--- src/design/prs_pkg.sv ---
// package for the processor reset sequencer: widths, counts and reset values
package prs_pkg;
  // oscillator periods map one to one onto core_clk cycles
  localparam int          QUALIFY_PERIODS = 24;
  localparam int          STARTUP_PERIODS = 12;
  localparam int          CNT_W           = 5;
  localparam logic [4:0]  QUALIFY_CNT     = 5'h18;
  localparam logic [4:0]  STARTUP_CNT     = 5'h0c;
  localparam logic [15:0] PROG_CNT_RESET  = 16'h0000;
  localparam logic [7:0]  STACK_RESET     = 8'h07;
  localparam logic [7:0]  ZERO_RESET      = 8'h00;
  localparam logic [7:0]  IPRIO_RESET     = 8'he0;
  localparam logic [7:0]  IEN_RESET       = 8'h60;
  localparam logic [7:0]  PORT_RESET      = 8'hff;
  localparam int          NUM_PORTS       = 4;

  // sequencer states, one-hot
  typedef enum logic [3:0]
  {
    PRS_RUN     = 4'b0001,
    PRS_QUALIFY = 4'b0010,
    PRS_HALT    = 4'b0100,
    PRS_STARTUP = 4'b1000
  } prs_state_e;

  // reset image of the core registers
  typedef struct packed
  {
    logic [15:0] program_counter;
    logic [7:0]  stack_pointer;
    logic [7:0]  accumulator;
    logic [7:0]  b_reg;
    logic [7:0]  status_word;
    logic [15:0] data_pointer;
    logic [7:0]  timer_control_reg;
    logic [7:0]  timer_mode_reg;
    logic [15:0] timer0;
    logic [15:0] timer1;
    logic [7:0]  serial_control_reg;
    logic [7:0]  interrupt_priority_reg;
    logic [7:0]  interrupt_enable_reg;
  } prs_core_regs_s;
endpackage

--- src/design/prs_reset_sequencer.sv ---
// reset qualification, halt and start-up sequencing for the processor core
module prs_reset_sequencer
(
  input  wire logic                     core_clk,
  input  wire logic                     reset_n,
  input  wire logic                     reset_standby_pin,
  input  wire logic                     core_ale,
  input  wire logic                     core_program_store_strobe,
  output logic                          core_run,
  output logic                          core_reset_load,
  output logic                          reset_done,
  output prs_pkg::prs_core_regs_s       core_reset_regs,
  output logic [prs_pkg::NUM_PORTS-1:0] port_latch_load,
  output logic [7:0]                    port_reset_value,
  output logic                          ale_out,
  output logic                          program_store_strobe,
  output logic                          ram_write_block
);
  import prs_pkg::*;

  logic             rst_s1_r;
  logic             rst_n_r;
  logic             pin_sync;
  prs_state_e       state_r;
  logic [CNT_W-1:0] cnt_r;
  logic             halt_nxt;

  // release of the async reset through two flops
  always_ff @(posedge core_clk or negedge reset_n)
  begin
    if (!reset_n)
    begin
      rst_s1_r <= 1'b0;
      rst_n_r  <= 1'b0;
    end
    else
    begin
      rst_s1_r <= 1'b1;
      rst_n_r  <= rst_s1_r;
    end
  end

  // pin synchroniser
  prs_sync3 u_pin_sync
  (
    .core_clk (core_clk),
    .rst_n    (rst_n_r),
    .async_in (reset_standby_pin),
    .sync_out (pin_sync)
  );

  // sequencer: count highs, halt, then start-up count after fall
  always_ff @(posedge core_clk or negedge rst_n_r)
  begin
    if (!rst_n_r)
    begin
      state_r <= PRS_RUN;
      cnt_r   <= '0;
    end
    else
    begin
      unique case (state_r)
        PRS_RUN:
        begin
          cnt_r <= 5'h01;
          if (pin_sync)
            state_r <= PRS_QUALIFY;
        end
        PRS_QUALIFY:
        begin
          if (!pin_sync)
            state_r <= PRS_RUN;
          else if (cnt_r == QUALIFY_CNT - 5'h01)
            state_r <= PRS_HALT;
          else
            cnt_r <= cnt_r + 5'h01;
        end
        PRS_HALT:
        begin
          cnt_r <= '0;
          if (!pin_sync)
            state_r <= PRS_STARTUP;
        end
        PRS_STARTUP:
        begin
          if (pin_sync)
          begin
            state_r <= PRS_QUALIFY;
            cnt_r   <= 5'h01;
          end
          else if (cnt_r == STARTUP_CNT - 5'h01)
            state_r <= PRS_RUN;
          else
            cnt_r <= cnt_r + 5'h01;
        end
        default:
          state_r <= PRS_RUN;
      endcase
    end
  end

  assign halt_nxt = (state_r == PRS_HALT) || (state_r == PRS_STARTUP);

  // execution gate and reset loading; strobes forced high while halted
  always_ff @(posedge core_clk or negedge rst_n_r)
  begin
    if (!rst_n_r)
    begin
      core_run             <= 1'b0;
      core_reset_load      <= 1'b1;
      reset_done           <= 1'b0;
      ale_out              <= 1'b1;
      program_store_strobe <= 1'b1;
      ram_write_block      <= 1'b1;
    end
    else
    begin
      core_run             <= !halt_nxt;
      core_reset_load      <= halt_nxt;
      reset_done           <= (state_r == PRS_STARTUP) && !pin_sync
                              && (cnt_r == STARTUP_CNT - 5'h01);
      ale_out              <= halt_nxt ? 1'b1 : core_ale;
      program_store_strobe <= halt_nxt ? 1'b1 : core_program_store_strobe;
      ram_write_block      <= halt_nxt;
    end
  end

  // reset image and port reset value, held constant from registers; port latch load follows halt_nxt
  always_ff @(posedge core_clk or negedge rst_n_r)
  begin
    if (!rst_n_r)
    begin
      core_reset_regs.program_counter        <= PROG_CNT_RESET; // image loaded while reset is asserted, valid before the first edge
      core_reset_regs.stack_pointer          <= STACK_RESET;
      core_reset_regs.accumulator            <= ZERO_RESET;
      core_reset_regs.b_reg                  <= ZERO_RESET;
      core_reset_regs.status_word            <= ZERO_RESET;
      core_reset_regs.data_pointer           <= {ZERO_RESET, ZERO_RESET};
      core_reset_regs.timer_control_reg      <= ZERO_RESET;
      core_reset_regs.timer_mode_reg         <= ZERO_RESET;
      core_reset_regs.timer0                 <= {ZERO_RESET, ZERO_RESET};
      core_reset_regs.timer1                 <= {ZERO_RESET, ZERO_RESET};
      core_reset_regs.serial_control_reg     <= ZERO_RESET;
      core_reset_regs.interrupt_priority_reg <= IPRIO_RESET;
      core_reset_regs.interrupt_enable_reg   <= IEN_RESET;
      port_latch_load                        <= '1;
      port_reset_value                       <= PORT_RESET;
    end
    else
    begin
      core_reset_regs.program_counter        <= PROG_CNT_RESET;
      core_reset_regs.stack_pointer          <= STACK_RESET;
      core_reset_regs.accumulator            <= ZERO_RESET;
      core_reset_regs.b_reg                  <= ZERO_RESET;
      core_reset_regs.status_word            <= ZERO_RESET;
      core_reset_regs.data_pointer           <= {ZERO_RESET, ZERO_RESET};
      core_reset_regs.timer_control_reg      <= ZERO_RESET;
      core_reset_regs.timer_mode_reg         <= ZERO_RESET;
      core_reset_regs.timer0                 <= {ZERO_RESET, ZERO_RESET};
      core_reset_regs.timer1                 <= {ZERO_RESET, ZERO_RESET};
      core_reset_regs.serial_control_reg     <= ZERO_RESET;
      core_reset_regs.interrupt_priority_reg <= IPRIO_RESET;
      core_reset_regs.interrupt_enable_reg   <= IEN_RESET;
      port_latch_load                        <= {NUM_PORTS{halt_nxt}};
      port_reset_value                       <= PORT_RESET;
    end
  end
endmodule

--- src/design/prs_sync3.sv ---
// three-flop synchroniser with second/third agreement filter
module prs_sync3
(
  input  wire logic core_clk,
  input  wire logic rst_n,
  input  wire logic async_in,
  output logic      sync_out
);
  logic s1_r;
  logic s2_r;
  logic s3_r;

  // shift chain; first flop feeds only the second
  always_ff @(posedge core_clk or negedge rst_n)
  begin
    if (!rst_n)
    begin
      s1_r <= 1'b0;
      s2_r <= 1'b0;
      s3_r <= 1'b0;
    end
    else
    begin
      s1_r <= async_in;
      s2_r <= s1_r;
      s3_r <= s2_r;
    end
  end

  // output changes only when the last two stages agree
  always_ff @(posedge core_clk or negedge rst_n)
  begin
    if (!rst_n)
      sync_out <= 1'b0;
    else if (s2_r == s3_r)
      sync_out <= s3_r;
  end
endmodule

--- config.mk ---
export PLATFORM = sky130hd
export DESIGN_NAME = prs_reset_sequencer
export DESIGN_NICKNAME = d
export VERILOG_FILES = /design/src/design/prs_pkg.sv /design/src/design/prs_reset_sequencer.sv /design/src/design/prs_sync3.sv
export SDC_FILE = /design/constraint.sdc
export NUM_CORES = 1
export LEC_CHECK = 0
export BUFFER_PORTS_ARGS = -buffer_cell sky130_fd_sc_hd__buf_4
export CAP_MARGIN = 20
export CELL_PAD_IN_SITES_DETAIL_PLACEMENT = 1
export CELL_PAD_IN_SITES_GLOBAL_PLACEMENT = 1
export CORE_MARGIN = 2
export CORE_UTILIZATION = 28
export DETAILED_ROUTE_END_ITERATION = 10
export PLACE_DENSITY_LB_ADDON = 0.3
export SYNTH_ARGS = -nofsm -noshare
export SYNTH_HDL_FRONTEND = slang
export SYNTH_HIERARCHICAL = 1
export SYNTH_SLANG_ARGS = --single-unit
--- constraint.sdc ---
create_clock -name core_clk -period 1.2 [get_ports core_clk]
set_input_delay 0.36 -clock core_clk [delete_from_list [all_inputs] [get_ports core_clk]]
set_output_delay 0.36 -clock core_clk [all_outputs]
set_load 0.01 [all_outputs]
==> flow_summary.ini <==
[setup_path]
endpoint_kind = register
crit_fanout = 6
cp-startpoint = state_r[1]$_DFFE_PN0P_
crit_path_start_kind = register
cp-endpoint = cnt_r[3]$_DFFE_PN0P_
r2r_start = state_r[1]$_DFFE_PN0P_
cp.required_ns = 1.42
critical_path_arrival_ns = 1.93
critical_path_class = register to register
regToRegSetupSlack_ns = -0.51
r2r_end = cnt_r[3]$_DFFE_PN0P_
reg2regPathDepth = 6

[synth]
synthCells = 248
synth_edf_count = 0
ys_seq_area_share_pct = 23.5
synth_cell_types = 41
synth_ff_type = dfrtp_1
ys_top_cells_by_count = buf_4 (149), dfrtp_1 (16), nor2_1 (8)
async_flop_share_pct = 100
synth_area_per_cell_sq_um = 8.68
ys_ff_latch = 20
synth.most_common_cell = buf_4
yosysWarnings = 6
netlist.area_leader.share_pct = 51.9
synth_area_leaders = buf_4 (52%), dfrtp_1 (19%), dfstp_2 (4.9%)
synth.cell_area_sq_mm = 0.00215
yosysTopAreaCell = buf_4

[place]
place_ws_ns = -0.577
portBuffers = 14
place.gp.congestion = 0.763
hpwlAfterDp_microns = 3040

[floorplanning]
io_pins = 159
initial_core_util_pct = 29.4
die_w_microns = 91.7
dieArea_sq_mm = 0.00841
core_sq_mm = 0.00733
die_h_microns = 91.7
fp-row-count = 31

[clock_network]
htreeDepth = 1
clock_sinks = 20
clock_latency_ns = 0.27
cts_tree = yes
clk_pin_slew_ns = 0.09
cts_buffer_depth = 2
numCtsBuffers = 3
cts_root_buf = clkbuf_8

[status]
outcome = complete, but fails checks
violations = negative setup slack

[power]
total_power_mw = 3.04
vdd_drop_max_v = 0.000575
power_density_mw_per_mm2 = 1240
p_leak_nw = 1.28

[layout]
synthToLayoutAreaGrowth_pct = 13.5
drive_gt1_share_pct = 36.0
fin_nets = 310
antenna_cells = 0

[detailed_routing]
drc = 0
drt_iter0_markers = 44
vias = 1365
avgRoutedWirePerCell_microns = 11.0
routed_wl_microns = 4430
vias_per_cell = 3.40
antenna_left = 0
drt-pass1-iter-count = 4

[sta]
fin_ws_ns = -0.510
rsz0062_at_grt = yes
max_freq_ghz = 0.585
setup_tns_ns = -4.78
fin_skew_ns = 0.0101
setup_viol = 20
drv_slew = 0
period_needed_ns = 1.71
hold_violations = 0
period_share_pct = 142

[global_route]
grt_pass1_vias = 1280
grt_pass1_wl_microns = 6230
grt_use_total_pct = 9.06
grt_max_degree = 18
antenna_found_initial = 0
overflow = 0

[job]
cap_violations = 0

[worst_hold_path]
hp-class = register to async pin
worst min path at each step:
stage / startpoint / to / slack, ns / cells after the start
after floorplan: reset_n / rst_n_r$_DFF_PN0_ / 0.06 / 0
after global placement: rst_n_r$_DFF_PN0_ / u_pin_sync/s1_r$_DFF_PN0_ / 0.009 / 0
after detailed placement: rst_n_r$_DFF_PN0_ / u_pin_sync/s1_r$_DFF_PN0_ / 0.01 / 0
after CTS: rst_n_r$_DFF_PN0_ / u_pin_sync/s1_r$_DFF_PN0_ / 0.02 / 0
after global routing: rst_n_r$_DFF_PN0_ / u_pin_sync/s1_r$_DFF_PN0_ / 0.03 / 0
final: rst_n_r$_DFF_PN0_ / u_pin_sync/s1_r$_DFF_PN0_ / 0.02 / 0
kinds of logic after synthesis:
family	count (synthesis)	share of synthesized area, %
compound gates	21	6.04
buf+inv	158	55.4
fa+ha+maj	2	1.10
mux	2	0.988
flops	20	23.5
simple gates	43	12.7
other cells	2	0.349
routing by layer:
metal  share of wire, %  GRT usage, %
met1                 34          9.27
met2                 58          18.9
met3                7.9          1.31
met4               0.27          2.11
met5                  0             0
cell usage in the layout, fill, tap and decap left out, drive strengths merged, types with 3 or more instances in the layout:
| cell | synthesis | routed |
|---|---|---|
| conb | 2 | 145 |
| buf | 153 | 62 |
| dfrtp | 16 | 16 |
| nor2 | 9 | 9 |
| o21ai | 7 | 7 |
| nand2 | 6 | 6 |
| a21oi | 5 | 5 |
| nand2b | 5 | 5 |
| a31oi | 4 | 4 |
| dfstp | 4 | 4 |
| clkbuf | 2 | 3 |
| nor3 | 3 | 3 |
| inv | 3 | 3 |
| nand3 | 3 | 3 |
registers in the layout (all words and copies together) (netlist names):
name / flops
ale_out: 1
cnt_r: 5
core_run: 1
program_store_strobe: 1
ram_write_block: 1
reset_done: 1
rst_n_r: 1
rst_s1_r: 1
state_r: 4
u_pin_sync/s1_r: 1
u_pin_sync/s2_r: 1
u_pin_sync/s3_r: 1
u_pin_sync/sync_out: 1
final cells by class:
class / instances / area, sq um
fill: 916 / 4890
multi-input combinational: 213 / 1160
timing repair buffer: 63 / 566
sequential: 20 / 509
tap: 99 / 124
clock buffer: 3 / 41.3
clock inverter: 1 / 30.0
inverter: 3 / 11.3
repair_timing:
item                                   in CTS  in global routing
resized for setup                          45                 19
pin swaps                                  16                 15
endpoints found under the hold margin       2                  0
setup endpoints to repair                  22                 22
buffers inserted                           22                 12
hold buffers                                1                  0
power by group:
| group | internal, mW | switching (mW) |
|---|---|---|
| logic | 0.717 | 0.761 |
| registers | 0.759 | 0.104 |
| clock network | 0.446 | 0.254 |
| total | 1.92 | 1.12 |
through the flow:
stage	hold slack, ns	cell area [sq um]	util, %	cells
6_report	0.0165	2440	33.4	402
5_1_grt	0.0287	2440	33.4	402
4_1_cts	0.0188	2380	32.4	399
3_5_place_dp	0.0111	2040	27.9	384
3_3_place_gp	0.00900	2040	27.9	384
2_1_floorplan	0.0644	2740	-	391
worst max-delay path, stage by stage, from the launching register on:
cell	delay [ns]
dfrtp_2	0.50
buf_6	0.15
nor2_4	0.15
o211ai_2	0.11
and3_4	0.17
or4_4	0.51
nand2_2	0.07
Power figures use the tool's default switching activity.
